`src/include/esp_pkg.sv`:
```
// Package for the serial slave front end of the memory device.
// Assumes a single core clock and synchronous active-high reset.
package esp_pkg;
    localparam int BYTE_W = 8;
    localparam int BIT_CNT_W = 3;
    localparam int SYNC_W = 4;
    // Synchroniser lane positions
    localparam int LANE_SEL_N = 0;
    localparam int LANE_SCK = 1;
    localparam int LANE_SIN = 2;
    localparam int LANE_PAUSE_N = 3;
    // Idle pin levels held in the synchroniser at reset: pause high, sel high
    localparam logic [SYNC_W-1:0] SYNC_RST = 4'h9;
    localparam logic [BIT_CNT_W-1:0] BIT_CNT_RST = 3'h0;
    localparam logic [BIT_CNT_W-1:0] BIT_CNT_LAST = 3'h7;
    localparam logic [BYTE_W-1:0] BYTE_RST = 8'h00;
    typedef enum logic [1:0] {
        ST_STANDBY,
        ST_ACTIVE,
        ST_PAUSED
    } esp_state_e;
endpackage

```
`src/verilog/esp_sync.sv`:
```
// Two-stage synchroniser for a group of unrelated pin levels.
// Assumes each lane is an independent level from outside the clock domain.
module esp_sync #(
    parameter int W = 1,
    parameter logic [W-1:0] RST_VAL = '0
) (
    input wire logic clk,
    input wire logic rst,
    input wire logic [W-1:0] d,
    output logic [W-1:0] q
);
    logic [W-1:0] meta_q;
    logic [W-1:0] sync_q;

    always_ff @(posedge clk) begin
        if (rst) begin
            meta_q <= RST_VAL;
            sync_q <= RST_VAL;
        end else begin
            meta_q <= d;
            sync_q <= meta_q;
        end
    end

    assign q = sync_q;
endmodule

```
`src/verilog/esp_slave.sv`:
```
// Serial slave port: select, standby, bit shifting, pause and output drive.
// Assumes pins are asynchronous to clk and the serial clock is far slower.
// Contract
// The internal logic is active only while chip select is held low.
// Chip select high deselects the port and puts it in standby.
// While deselected, serial input activity is ignored entirely.
// While deselected, the serial output is not driven.
// Output bits change on falling serial clock edges.
// The output pull-up is on only in ultra-deep power-down.
// Input bits are sampled on rising serial clock edges.
// Pause low suspends the transfer and keeps the bit position.
// Modes 0 and 3 both work with the same edge usage.
// In mode 0 the master keeps the serial clock low while deselected.
// In mode 3 the master keeps the serial clock high while deselected.
// The master keeps all inputs at valid levels at all times.
// Each transfer starts with an 8-bit instruction from the first rising edge.
// All bytes move most significant bit first.
// Selecting the port clears the bit counter and any partial instruction.
module esp_slave (
    input wire logic clk,
    input wire logic rst,
    input wire logic sel_n_pin,
    input wire logic sck_pin,
    input wire logic serial_in,
    input wire logic pause_n_pin,
    input wire logic deep_pd,
    input wire logic drive_en,
    input wire logic [esp_pkg::BYTE_W-1:0] tx_data,
    output logic serial_out,
    output logic serial_out_oe,
    output logic serial_out_pu,
    output logic [esp_pkg::BYTE_W-1:0] rx_byte,
    output logic rx_valid,
    output logic rx_first,
    output logic tx_take,
    output logic selected,
    output logic paused
);
    logic [esp_pkg::SYNC_W-1:0] pins_s;
    logic sel_n_s;
    logic sck_s;
    logic sin_s;
    logic pause_n_s;
    logic sck_prev_q;
    logic sck_rise;
    logic sck_fall;

    esp_pkg::esp_state_e state_q, state_d;
    logic [esp_pkg::BIT_CNT_W-1:0] bit_cnt_q, bit_cnt_d;
    logic [esp_pkg::BYTE_W-1:0] rx_sh_q, rx_sh_d;
    logic [esp_pkg::BYTE_W-1:0] rx_byte_q, rx_byte_d;
    logic rx_valid_q, rx_valid_d;
    logic rx_first_q, rx_first_d;
    logic first_q, first_d;
    logic [esp_pkg::BYTE_W-1:0] tx_sh_q, tx_sh_d;
    logic tx_pend_q, tx_pend_d;
    logic tx_take_q, tx_take_d;
    logic out_q, out_d;
    logic oe_q, oe_d;
    logic pu_q, pu_d;

    esp_sync #(
        .W(esp_pkg::SYNC_W),
        .RST_VAL(esp_pkg::SYNC_RST)
    ) u_sync (
        .clk(clk),
        .rst(rst),
        .d({pause_n_pin, serial_in, sck_pin, sel_n_pin}),
        .q(pins_s)
    );

    assign sel_n_s = pins_s[esp_pkg::LANE_SEL_N];
    assign sck_s = pins_s[esp_pkg::LANE_SCK];
    assign sin_s = pins_s[esp_pkg::LANE_SIN];
    assign pause_n_s = pins_s[esp_pkg::LANE_PAUSE_N];
    // Edges found on the synchronised serial clock
    assign sck_rise = sck_s & ~sck_prev_q;
    assign sck_fall = ~sck_s & sck_prev_q;

    always_comb begin
        state_d = state_q;
        bit_cnt_d = bit_cnt_q;
        rx_sh_d = rx_sh_q;
        rx_byte_d = rx_byte_q;
        rx_valid_d = 1'b0;
        rx_first_d = rx_first_q;
        first_d = first_q;
        tx_sh_d = tx_sh_q;
        tx_pend_d = tx_pend_q;
        tx_take_d = 1'b0;
        out_d = out_q;
        case (state_q)
            esp_pkg::ST_STANDBY: begin
                if (!sel_n_s) begin
                    state_d = esp_pkg::ST_ACTIVE;
                    bit_cnt_d = esp_pkg::BIT_CNT_RST;
                    rx_sh_d = esp_pkg::BYTE_RST;
                    first_d = 1'b1;
                    tx_pend_d = 1'b0;
                end
            end
            esp_pkg::ST_ACTIVE: begin
                if (sel_n_s) begin
                    state_d = esp_pkg::ST_STANDBY;
                end else if (!pause_n_s) begin
                    state_d = esp_pkg::ST_PAUSED;
                end else if (sck_rise) begin
                    // Same edges for modes 0 and 3; a leading mode 3 fall is harmless
                    rx_sh_d = {rx_sh_q[esp_pkg::BYTE_W-2:0], sin_s};
                    bit_cnt_d = bit_cnt_q + 3'h1;
                    if (bit_cnt_q == esp_pkg::BIT_CNT_LAST) begin
                        rx_byte_d = {rx_sh_q[esp_pkg::BYTE_W-2:0], sin_s};
                        rx_valid_d = 1'b1;
                        rx_first_d = first_q;
                        first_d = 1'b0;
                        tx_pend_d = 1'b1;
                    end
                end else if (sck_fall) begin
                    if (tx_pend_q) begin
                        out_d = tx_data[esp_pkg::BYTE_W-1];
                        tx_sh_d = {tx_data[esp_pkg::BYTE_W-2:0], 1'b0};
                        tx_pend_d = 1'b0;
                        tx_take_d = 1'b1;
                    end else begin
                        out_d = tx_sh_q[esp_pkg::BYTE_W-1];
                        tx_sh_d = {tx_sh_q[esp_pkg::BYTE_W-2:0], 1'b0};
                    end
                end
            end
            esp_pkg::ST_PAUSED: begin
                // Position frozen until pause is released
                if (sel_n_s) begin
                    state_d = esp_pkg::ST_STANDBY;
                end else if (pause_n_s) begin
                    state_d = esp_pkg::ST_ACTIVE;
                end
            end
            default: begin
                state_d = esp_pkg::ST_STANDBY;
            end
        endcase
        oe_d = (state_d == esp_pkg::ST_ACTIVE) && drive_en;
        pu_d = deep_pd && !oe_d;
    end

    always_ff @(posedge clk) begin
        if (rst) begin
            sck_prev_q <= 1'b0;
            state_q <= esp_pkg::ST_STANDBY;
            bit_cnt_q <= esp_pkg::BIT_CNT_RST;
            rx_sh_q <= esp_pkg::BYTE_RST;
            rx_byte_q <= esp_pkg::BYTE_RST;
            rx_valid_q <= 1'b0;
            rx_first_q <= 1'b0;
            first_q <= 1'b0;
            tx_sh_q <= esp_pkg::BYTE_RST;
            tx_pend_q <= 1'b0;
            tx_take_q <= 1'b0;
            out_q <= 1'b0;
            oe_q <= 1'b0;
            pu_q <= 1'b0;
        end else begin
            sck_prev_q <= sck_s;
            state_q <= state_d;
            bit_cnt_q <= bit_cnt_d;
            rx_sh_q <= rx_sh_d;
            rx_byte_q <= rx_byte_d;
            rx_valid_q <= rx_valid_d;
            rx_first_q <= rx_first_d;
            first_q <= first_d;
            tx_sh_q <= tx_sh_d;
            tx_pend_q <= tx_pend_d;
            tx_take_q <= tx_take_d;
            out_q <= out_d;
            oe_q <= oe_d;
            pu_q <= pu_d;
        end
    end

    assign serial_out = out_q;
    assign serial_out_oe = oe_q;
    assign serial_out_pu = pu_q;
    assign rx_byte = rx_byte_q;
    assign rx_valid = rx_valid_q;
    assign rx_first = rx_first_q;
    assign tx_take = tx_take_q;
    assign selected = (state_q != esp_pkg::ST_STANDBY);
    assign paused = (state_q == esp_pkg::ST_PAUSED);
endmodule

```
`config.mk`:
```
export PLATFORM = sky130hd
export DESIGN_NAME = esp_slave
export DESIGN_NICKNAME = d
export VERILOG_FILES = /design/src/include/esp_pkg.sv /design/src/verilog/esp_sync.sv /design/src/verilog/esp_slave.sv
export SDC_FILE = /design/constraint.sdc
export NUM_CORES = 1
export LEC_CHECK = 0
export BUFFER_PORTS_ARGS = -buffer_cell sky130_fd_sc_hd__buf_4
export CAP_MARGIN = 0
export CELL_PAD_IN_SITES_DETAIL_PLACEMENT = 2
export CELL_PAD_IN_SITES_GLOBAL_PLACEMENT = 2
export CORE_MARGIN = 2
export CORE_UTILIZATION = 36
export CTS_CLUSTER_SIZE = 40
export DETAILED_ROUTE_END_ITERATION = 8
export HOLD_SLACK_MARGIN = 0.08
export PLACE_DENSITY_LB_ADDON = 0.1
export SYNTH_ARGS = -nofsm -noshare
export SYNTH_HDL_FRONTEND = slang
export SYNTH_SLANG_ARGS = --single-unit
```
`constraint.sdc`:
```
create_clock -name clk -period 3.7 [get_ports clk]
set_input_delay 0.74 -clock clk [delete_from_list [all_inputs] [get_ports clk]]
set_output_delay 0.74 -clock clk [all_outputs]
set_load 0.05 [all_outputs]
```
# After elaboration in Yosys (flattened, before gate mapping)
# Index checks and enable logic that the tools add are counted.
# Widths: inputs -> output; s select.
[word_totals]
register_bits = 45
out_inout_bits = 16
[classes]
addsub = 1
eq_ne = 11
n_mux = 33
n_bitwise = 9
n_reduce_logical = 13
[op_table]
columns = ["op", "n"]
rows = [
  ["$mux 7", 4],
  ["$reduce_and 5->1", 3],
  ["$mux 1", 14],
  ["$pmux 7 s2", 1],
  ["$mux 3", 4],
  ["$reduce_and 6->1", 2],
  ["$mux 2", 5],
  ["$mux 8", 1],
  ["$ne 2x2->1 const B", 4],
  ["$not 1->1", 7],
  ["$ne 3x3->1 const B", 2],
  ["$pmux 2 s3", 1],
  ["$pmux 3 s2", 1],
  ["$reduce_or 6->1", 1],
  ["$reduce_or 5->1", 1],
  ["$eq 2x1->1 const B", 2],
  ["$pmux 1 s2", 2],
  ["$reduce_bool 2->1", 2],
  ["$add 3x1->3 const B", 1],
  ["$eq 3x3->1 const B", 1],
  ["$and 1x1->1", 2],
  ["$eq 2x2->1 const B", 1],
  ["$logic_and 1x1->1", 2],
  ["$logic_not 2->1", 1],
  ["other kinds (2)", 2],
]

# Longest topological paths before layout
# Gate-level depths: netlist of the first run.
[depth]
depth_word = 7
depth_mapped = 8
ltp_nobuf = 5

# By module
# Synthesis of the first run repeated with hierarchy kept, for this count alone.
[hier_totals]
cells_unflattened = 170
hier_area_um2 = 1793.0
[modules_own_cells]
columns = ["module", "n_inst", "cells_per_inst", "area_each_um2", "seq_area_each_um2"]
rows = [
  ["esp_slave", 1, 154, 1582.8, 720.7],
  ["esp_sync", 1, 16, 210.2, 160.2],
]

# Worst setup path before layout of the first run
# No wires, ideal clock.
[synth_path]
kind = "register to output"
startpoint = "register state_q[1]"
endpoint = "output port paused"
arrival_time_ps = 1152
slack_ps = 1808
path_stages_with_launch = 3
path_cell_list = "dfxtp_1 -> buf_6 -> nor2b_1"
[synth_between]
elab_chain_len = 1
[synth_lines]
columns = ["item", "line", "text"]
rows = [
  ["start: declaration", "esp_slave.sv:48", "esp_pkg::esp_state_e state_q, state_d;"],
  ["start signal: assignment", "esp_slave.sv:149", "state_q <= esp_pkg::ST_STANDBY;"],
  ["start signal: assignment", "esp_slave.sv:164", "state_q <= state_d;"],
  ["$eq 2x2->1", "esp_slave.sv:188", "assign paused = (state_q == esp_pkg::ST_PAUSED);"],
  ["end: declaration", "esp_slave.sv:37", "output logic paused"],
]
# No other way between the ends.

# Final worst setup path of the first run
# Ends and elaborated chain as after synthesis.

==> results of run 1 <==
[synthesized netlist by cell type]
| cell | instances | area share [%] |
|---|---|---|
| dfxtp_1 | 44 | 49 |
| a21oi_1 | 9 | 2.5 |
| a211oi_2 | 8 | 5.5 |
| mux2i_1 | 8 | 4.4 |
| nand2b_1 | 8 | 2.8 |
| nor2b_1 | 8 | 2.8 |
| nor3_1 | 8 | 2.2 |
| nand2_1 | 7 | 1.5 |
| o22ai_1 | 7 | 2.4 |
| a31o_1 | 6 | 2.9 |
| inv_1 | 6 | 1.2 |
| clkbuf_1 | 5 | 1.0 |
| or2_2 | 5 | 1.7 |
| buf_2 | 4 | 1.1 |
| buf_6 | 4 | 2.5 |
| ha_1 | 4 | 2.8 |
| nor2_1 | 2 | 0.41 |
| nor4_1 | 2 | 0.69 |
| o211ai_1 | 2 | 0.83 |
| o21ai_0 | 2 | 0.55 |
| o32ai_1 | 2 | 0.97 |
| a211oi_1 | 1 | 0.41 |
| a211oi_4 | 1 | 1.1 |
| a31o_2 | 1 | 0.48 |
| a41o_1 | 1 | 0.55 |
| and2_4 | 1 | 0.48 |
| and3_1 | 1 | 0.35 |
| and4bb_2 | 1 | 0.69 |
| and4bb_4 | 1 | 0.90 |
| buf_4 | 1 | 0.41 |
| clkinv_1 | 1 | 0.21 |
| maj3_1 | 1 | 0.55 |
| nand2_4 | 1 | 0.62 |
| nand3_1 | 1 | 0.28 |
| nand3_2 | 1 | 0.55 |
| nand4bb_1 | 1 | 0.62 |
| o211a_1 | 1 | 0.55 |
| o311a_1 | 1 | 0.55 |
| o311ai_0 | 1 | 0.48 |
| or3_1 | 1 | 0.35 |
| xnor2_1 | 1 | 0.48 |
[power groups by stage]
stage | Combinational (µW) | Clock, µW | Sequential, µW
2_1_floorplan | 24.4 | 0 | 495
5_1_grt | 47.1 | 342 | 485
3_5_place_dp | 43.6 | 0 | 495
4_1_cts | 43.9 | 320 | 484
3_3_place_gp | 42.0 | 0 | 495
6_report | 43.1 | 306 | 484
[kinds of logic (layout without fill, tap and decap cells)]
kind of cell | after synthesis | in the layout | share of synthesized area, %
flip-flops | 44 | 44 | 48.6
multiplexers | 8 | 8 | 4.42
adder cells (fa/ha/maj) | 5 | 5 | 3.32
buffers and inverters | 21 | 46 | 6.49
AND/OR/NAND/NOR | 49 | 49 | 16.9
AO/OA/AOI/OAI | 43 | 43 | 19.8
XOR/XNOR | 1 | 1 | 0.484
[cell type report]
| type | instances | area (µm²) |
|---|---|---|
| timing repair buffer | 31 | 233 |
| multi-input combinational | 106 | 813 |
| fill | 511 | 2660 |
| clock buffer | 8 | 90.1 |
| tap | 67 | 83.8 |
| inverter | 7 | 26.3 |
| sequential | 44 | 881 |
[state kept, by name (all words and copies together) (netlist names)]
name	flops
rx_valid	1
tx_pend_q	1
u_sync.q	4
rx_byte	8
state_q	2
first_q	1
tx_take	1
tx_sh_q	7
rx_first	1
bit_cnt_q	3
sck_prev_q	1
rx_sh_q	7
u_sync.meta_q	4
serial_out	1
serial_out_oe	1
serial_out_pu	1
[per-layer routing]
layer / vias to the layer above / routed length (µm) / GRT usage, %
met1: 666 / 1820 / 20.9
met3: 4 / 94 / 3.21
met5: - / 0 / 0
met4: 0 / 36 / 4.76
li1: 657 / - / -
met2: 16 / 2260 / 29.1
[through the flow]
step	cell area, µm²	hold WS, ns	cells	utilization, %	total power [µW]
CTS	2130	0.422	263	44.4	847
global route	2130	0.439	263	44.4	874
global placement	2040	0.393	255	42.6	537
floorplan	1810	0.389	171	-	519
finish	2130	0.417	263	44.4	832
detailed placement	2040	0.403	255	42.6	539
[layout by cell type (no fill, tap or decap), drive strengths merged, types with 2 or more instances in the layout]
master	netlist	final
nor2	2	2
inv	6	6
o211ai	2	2
a211oi	10	10
dfxtp	44	44
a31o	7	7
buf	9	31
o22ai	7	7
mux2i	8	8
nor2b	8	8
ha	4	4
o21ai	2	2
or2	5	5
nand3	2	2
a21oi	9	9
clkbuf	5	8
nor3	8	8
nand2b	8	8
nand2	8	8
o32ai	2	2
nor4	2	2
and4bb	2	2
[worst max-delay path, delay by kind of cell (launching register included)]
family                 cells  cell delay (ns)
DFF                        1             0.57
buffers and inverters      1             0.21
and+or+nand+nor            1             0.19
[worst paths after layout]
| check | startpoint | endpoint | slack (ns) | cells after the start |
|---|---|---|---|---|
| worst max register to register | sck_prev_q$_SDFF_PP0_ | tx_sh_q[1]$_SDFFE_PP0P_ | 1.88 | 5 |
| worst min-delay path | u_sync.meta_q[0]$_SDFF_PP1_ | u_sync.q[0]$_SDFF_PP1_ | 0.42 | 1 |
| worst max-delay path | state_q[1]$_SDFF_PP0_ | paused | 1.70 | 2 |
| worst min register to register | u_sync.meta_q[0]$_SDFF_PP1_ | u_sync.q[0]$_SDFF_PP1_ | 0.42 | 1 |
==> flow_summary.rst, run 1 <==
.. list-table::
   :header-rows: 1

   * - Metric
     - Value
   * - Die area
     - 5620 µm²
   * - Comb power frac
     - 5.2%
   * - Post-synth design cell area
     - 1810 µm²
   * - Maximum resistive drop on vdd
     - 232 µV
   * - Via count normalized by instance count
     - 5.11
   * - Vertical die dimension
     - 74.9 µm
   * - Sequential element share of the synthesized area
     - 48.6%
   * - Slowest Stage Delay on Critical Path
     - 0.57 ns
   * - Vias in the first global route
     - 1474
   * - Clock latency on the worst-skew pair
     - 0.29 ns
   * - Number of H-tree branching levels
     - 2
   * - Accumulated negative setup slack
     - 0 ns
   * - Max-slew violation count
     - 0
   * - Post-route antenna net violation count
     - 0
   * - Place WS
     - 1.43 ns
   * - Final setup viols
     - 0
   * - Sequential Power Share
     - 58.1%
   * - Clock network power share
     - 36.7%
   * - Final period utilization
     - 54.0%
   * - Type of element launching the critical path
     - flop
   * - CP max-delay cell
     - dfxtp_1
   * - DRT iter0 DRCs
     - 60
   * - Post-CTS setup repair buffer count
     - 0
   * - Critical setup path kind
     - reg2out
   * - Core region area
     - 4790 µm²
   * - Count of synthesis-stage warnings from yosys
     - 0
   * - Result of the run
     - finished, final reports clean
   * - CP endpoint kind
     - output port
   * - # resized after CTS
     - 0
   * - Switching share of power
     - 21.7%
   * - Number of top-level pins
     - 32
   * - Number of port buffers
     - 31
   * - Detailed placement HPWL
     - 2960 µm
   * - Mean area per synthesized cell
     - 10.6 µm²
   * - Unrepaired setup endpoints after global routing
     - false
   * - Data arrival, critical path
     - 1.26 ns
   * - Cell Chain, Critical Path
     - nor2b_1 > buf_4
   * - Classification of the worst-slack hold path
     - reg2reg
   * - Max-cap violation count
     - 0
   * - Number of clock buffers inserted by TritonCTS
     - 5
   * - Weighted congestion reported at the end of routability-driven placement
     - 0.702
   * - DR vias
     - 1343
   * - Clk root buf
     - clkbuf_8
   * - First-pass GRT wire length
     - 7160 µm
   * - Headroom to the max-slew limit
     - 59.6%
   * - Fin worst setup slack
     - 1.70 ns
   * - Number of instances in the synthesized netlist
     - 171
   * - Area grow syn2layout
     - 17.4%
   * - Number of antenna violations at the first check in global routing
     - 0
   * - Final wirelength
     - 4220 µm
   * - Register clock-pin slew on the reported worst setup and hold paths
     - 0.09 ns
   * - Number of distinct standard cells referenced by the synthesized netlist
     - 41
   * - Setup Skew
     - 0.0106 ns
   * - Fraction of layout instances using a drive strength above 1
     - 29.1%
   * - Critical path required time
     - 2.96 ns
   * - Number of buffers inserted by hold repair at cts
     - 0
   * - Hold Fails Final Rpt
     - 0
   * - Final min period
     - 2.00 ns
   * - Horiz. Die Dim
     - 74.9 µm
   * - Largest fanout of any net on the critical path
     - 10
   * - Post-layout nets
     - 215
   * - Number of synthesized register bits
     - 44
   * - Remaining design rule violation count
     - 0
   * - Avg WL per Cell
     - 16.0 µm
   * - Switching power
     - 181 µW
   * - Maximum number of pins on one net before global-route repair
     - 35
   * - Cell area power density
     - 391 nW/µm²
   * - Number of core rows
     - 25
   * - Overflow left after global routing
     - 0
   * - Tot GR Track Use
     - 16.7%
   * - Max Fclk
     - 500 MHz
   * - Longest Clk Path Bufs
     - 2
   * - Number of iterations in the first detailed-routing pass
     - 4
   * - Sinks on Clock Net
     - 44
   * - N_diodes
     - 0
   * - Internal power consumption
     - 652 µW
   * - Worst slew pin tran
     - 0.604 ns
   * - Starting Density
     - 37.9%
   * - Net count after synthesis
     - 191
   * - Clock tree from TritonCTS
     - yes
   * - Total leakage power
     - 0.000804 µW
Power figures use the tool's default switching activity.
==> run 2, diff against run 1 <==
--- a/config.mk
+++ b/config.mk
@@ -5,12 +5,13 @@
 export SDC_FILE = /design/constraint.sdc
 export NUM_CORES = 1
 export LEC_CHECK = 0
+export ABC_AREA = 1
 export BUFFER_PORTS_ARGS = -buffer_cell sky130_fd_sc_hd__buf_4
 export CAP_MARGIN = 0
 export CELL_PAD_IN_SITES_DETAIL_PLACEMENT = 2
 export CELL_PAD_IN_SITES_GLOBAL_PLACEMENT = 2
 export CORE_MARGIN = 2
-export CORE_UTILIZATION = 36
+export CORE_UTILIZATION = 31
 export CTS_CLUSTER_SIZE = 40
 export DETAILED_ROUTE_END_ITERATION = 8
 export HOLD_SLACK_MARGIN = 0.08
==> constraint.sdc (replaced) <==
create_clock -name clk -period 1.9 [get_ports clk]
set_input_delay 0.38 -clock clk [delete_from_list [all_inputs] [get_ports clk]]
set_output_delay 0.38 -clock clk [all_outputs]
set_load 0.05 [all_outputs]
==> run 2 against run 1 <==
  * Final cell count rose by 27%
  * Critical path depth grew 6
  * Clock skew fell by 0.00050 ns
  * Synthesized cell count up 32%
  * First-iteration DRC count down 18%
  * Core utilization down 4.7 points
==> flow_summary.rst, run 2 <==
.. list-table::
   :header-rows: 1

   * - Metric
     - Value
   * - Switching power
     - 388 µW (was 181 µW)
   * - Total leakage power
     - 0.000964 µW (was 0.000804 µW)
   * - Largest fanout of any net on the critical path
     - 7 (was 10)
   * - Maximum resistive drop on vdd
     - 306 µV (was 232 µV)
   * - Overflow left after global routing
     - 0 (unchanged)
   * - Worst slew pin tran
     - 0.362 ns (was 0.604 ns)
   * - Post-layout nets
     - 281 (was 215)
   * - Tot GR Track Use
     - 15.4% (was 16.7%)
   * - Setup Skew
     - 0.0101 ns (was 0.0106 ns)
   * - Classification of the worst-slack hold path
     - in2reg (was reg2reg)
   * - Final wirelength
     - 4260 µm (was 4220 µm)
   * - Accumulated negative setup slack
     - 0 ns (unchanged)
   * - Ranking of synthesized cells by instance count
     - nand2_1 (47), dfxtp_1 (44), nor2_1 (40) (was dfxtp_1 (44), a21oi_1 (9))
   * - Final period utilization
     - 83.1%
   * - Number of top-level pins
     - 32 (unchanged)
   * - Post-route antenna net violation count
     - 0 (unchanged)
   * - Result of the run
     - finished, final reports clean (unchanged)
   * - # resized after CTS
     - 0 (unchanged)
   * - Headroom to the max-slew limit
     - 75.8% (was 59.6%)
   * - Clock tree from TritonCTS
     - yes (unchanged)
   * - Unrepaired setup endpoints after global routing
     - false (unchanged)
   * - Leading cell types in the layout, fill and taps excluded
     - nand2_1 (47), dfxtp_1 (44), nor2_1 (40) (was dfxtp_1 (44), buf_4 (31), a21oi_1 (9))
   * - Number of distinct standard cells referenced by the synthesized netlist
     - 28 (was 41)
   * - Number of iterations in the first detailed-routing pass
     - 4 (unchanged)
   * - Register clock-pin slew on the reported worst setup and hold paths
     - 0.09 ns (about the same)
   * - Horiz. Die Dim
     - 79.3 µm (was 74.9 µm)
   * - DR vias
     - 1560 (was 1343)
   * - Count of synthesis-stage warnings from yosys
     - 0 (unchanged)
   * - CP endpoint kind
     - flop (was output port)
   * - N_diodes
     - 0 (unchanged)
   * - Cell type with the highest aggregate area in the netlist
     - dfxtp_1 (unchanged)
   * - Number of flip-flops under the largest register name
     - 8 (unchanged)
   * - Fraction of layout instances using a drive strength above 1
     - 22.5% (was 29.1%)
   * - Post-synth design cell area
     - 1760 µm² (was 1810 µm²)
   * - Sequential element share of the synthesized area
     - 50.2% (was 48.6%)
   * - Dominant cell by count in the synthesized netlist
     - nand2_1 (was dfxtp_1)
   * - Type of element launching the critical path
     - flop (unchanged)
   * - Sinks on Clock Net
     - 44 (unchanged)
   * - First-pass GRT wire length
     - 7670 µm (was 7160 µm)
   * - Final setup viols
     - 0 (unchanged)
   * - Most common flop cell mapped by yosys
     - dfxtp_1 (unchanged)
   * - Sequential Power Share
     - 53.5% (was 58.1%)
   * - Synth area leaders
     - dfxtp_1 (50%), nand2_1 (10%), nor2_1 (8.6%) (was dfxtp_1 (49%), a211oi_2 (5.5%), mux2i_1 (4.4%))
   * - Net count after synthesis
     - 246 (was 191)
   * - Hold Fails Final Rpt
     - 0 (unchanged)
   * - Share of the synthesized area in the top cell type
     - 50.2% (was 48.6%)
   * - Detailed placement HPWL
     - 3090 µm (was 2960 µm)
   * - Maximum number of pins on one net before global-route repair
     - 25 (was 35)
   * - Vertical die dimension
     - 79.3 µm (was 74.9 µm)
   * - Die area
     - 6280 µm² (was 5620 µm²)
   * - Critical setup path kind
     - reg2reg (was reg2out)
   * - Comb power frac
     - 6.2% (was 5.2%)
   * - Number of core rows
     - 27 (was 25)
   * - Final min period
     - 1.58 ns
   * - Commonest non-fill, non-tap cell in the layout
     - nand2_1 (was dfxtp_1)
   * - DRT iter0 DRCs
     - 49 (was 60)
   * - Number of synthesized register bits
     - 44 (unchanged)
   * - Longest Clk Path Bufs
     - 2 (unchanged)
   * - Via count normalized by instance count
     - 4.67 (was 5.11)
   * - Clk root buf
     - clkbuf_8 (unchanged)
   * - Starting Density
     - 32.1% (was 37.9%)
   * - Clock network power share
     - 40.2% (was 36.7%)
   * - Vias in the first global route
     - 1638 (was 1474)
   * - Number of buffers inserted by hold repair at cts
     - 0 (unchanged)
   * - Weighted congestion reported at the end of routability-driven placement
     - 0.699 (was 0.702)
   * - Clock latency on the worst-skew pair
     - 0.29 ns (about the same)
   * - Max-slew violation count
     - 0 (unchanged)
   * - Power Total
     - 1760 µW (was 832 µW)
   * - Number of antenna violations at the first check in global routing
     - 0 (unchanged)
   * - Data arrival, critical path
     - 1.76 ns (was 1.26 ns)
   * - Remaining design rule violation count
     - 0 (unchanged)
   * - Core region area
     - 5470 µm² (was 4790 µm²)
   * - Number of H-tree branching levels
     - 2 (unchanged)
   * - Post-CTS setup repair buffer count
     - 0 (unchanged)
   * - Number of instances in the synthesized netlist
     - 226 (was 171)
   * - Max Fclk
     - 633 MHz
   * - Number of clock buffers inserted by TritonCTS
     - 5 (unchanged)
   * - Critical path required time
     - 2.09 ns (was 2.96 ns)
   * - Internal power consumption
     - 1370 µW (was 652 µW)
   * - Switching share of power
     - 22.1% (was 21.7%)
   * - Area grow syn2layout
     - 23.9% (was 17.4%)
   * - Proportion of register bits with asynchronous set or reset after synthesis
     - 0% (unchanged)
   * - Mean area per synthesized cell
     - 7.77 µm² (was 10.6 µm²)
   * - Number of synthesized flops with an enable pin
     - 0 (unchanged)
   * - Number of port buffers
     - 31 (unchanged)
   * - Cell area power density
     - 807 nW/µm² (was 391 nW/µm²)
   * - Avg WL per Cell
     - 12.7 µm (was 16.0 µm)
   * - Max-cap violation count
     - 0 (unchanged)
## run 2: changes by cell type in the layout (fill, tap and decap cells not counted), moves of 5 or more
cell      before  now
nand2b_1       8    0
mux2i_1        8    0
a21oi_1        9   19
nor3_1         8    0
a211oi_2       8    0
nand2_1        7   47
o21ai_0        2   11
nor2b_1        8    0
o22ai_1        7    0
a31o_1         6    0
nand3_1        1   12
nor2_1         2   40
inv_1          6   19
buf_4         31   36
## run 2: metrics by stage
stage | hold WS (ns) | setup slack (ns) | util [%] | cell area (µm²) | cells
floorplan | 0.388 | 0.428 | - | 1760 | 226
global placement | 0.391 | 0.335 | 37.8 | 2070 | 326
detailed placement | 0.401 | 0.302 | 37.8 | 2070 | 326
CTS | 0.252 | 0.278 | 39.8 | 2180 | 334
global route | 0.250 | 0.125 | 39.8 | 2180 | 334
finish | 0.261 | 0.321 | 39.8 | 2180 | 334
## run 2: power by group through the flow
stage	Clock [µW]	Combinational (µW)	Sequential [µW]
2_1_floorplan	0	58.6	967
3_3_place_gp	0	110	962
3_5_place_dp	0	112	962
4_1_cts	730	113	940
5_1_grt	761	124	942
6_report	706	110	940
## run 2: cell type report
type	instances	area [µm²]
multi-input combinational	151	738
clock buffer	6	72.6
clock inverter	2	35.0
sequential	44	881
fill	673	3300
timing repair buffer	36	270
inverter	23	88.8
tap	72	90.1
## run 2: routing by layer
metal | track usage [%] | vias to the layer above | wire, µm
li1 | - | 774 | -
met1 | 19.4 | 752 | 1990
met2 | 26.7 | 27 | 2040
met3 | 3.75 | 7 | 185
met4 | 3.62 | 0 | 38
met5 | 0 | - | 0
## run 2: final timing paths
path	from	to	slack [ns]	depth (start not counted)
setup / recovery	bit_cnt_q[1]$_SDFFE_PP0P_	rx_byte[3]$_SDFFE_PP0P_	0.32	8
setup reg to reg	bit_cnt_q[1]$_SDFFE_PP0P_	rx_byte[3]$_SDFFE_PP0P_	0.32	8
hold reg to reg	u_sync.meta_q[1]$_SDFF_PP0_	u_sync.q[1]$_SDFF_PP0_	0.41	2
hold / removal	sel_n_pin	u_sync.meta_q[0]$_SDFF_PP1_	0.26	2
## run 2: logic make-up (layout without fill, tap and decap cells)
group | after synthesis | after routing | synth area share, %
simple gates | 115 | 115 | 29.8
compound gates | 32 | 32 | 9.41
flops | 44 | 44 | 50.2
buf+inv | 31 | 67 | 7.77
fa+ha+maj | 4 | 4 | 2.85
## run 2: critical path: stages, from the launching register on
cell	delay [ns]
dfxtp_1	0.35
ha_1	0.15
ha_1	0.16
nand2_1	0.08
nor2_1	0.11
nand2_1	0.14
buf_4	0.20
o21ai_0	0.24
nor2_1	0.06
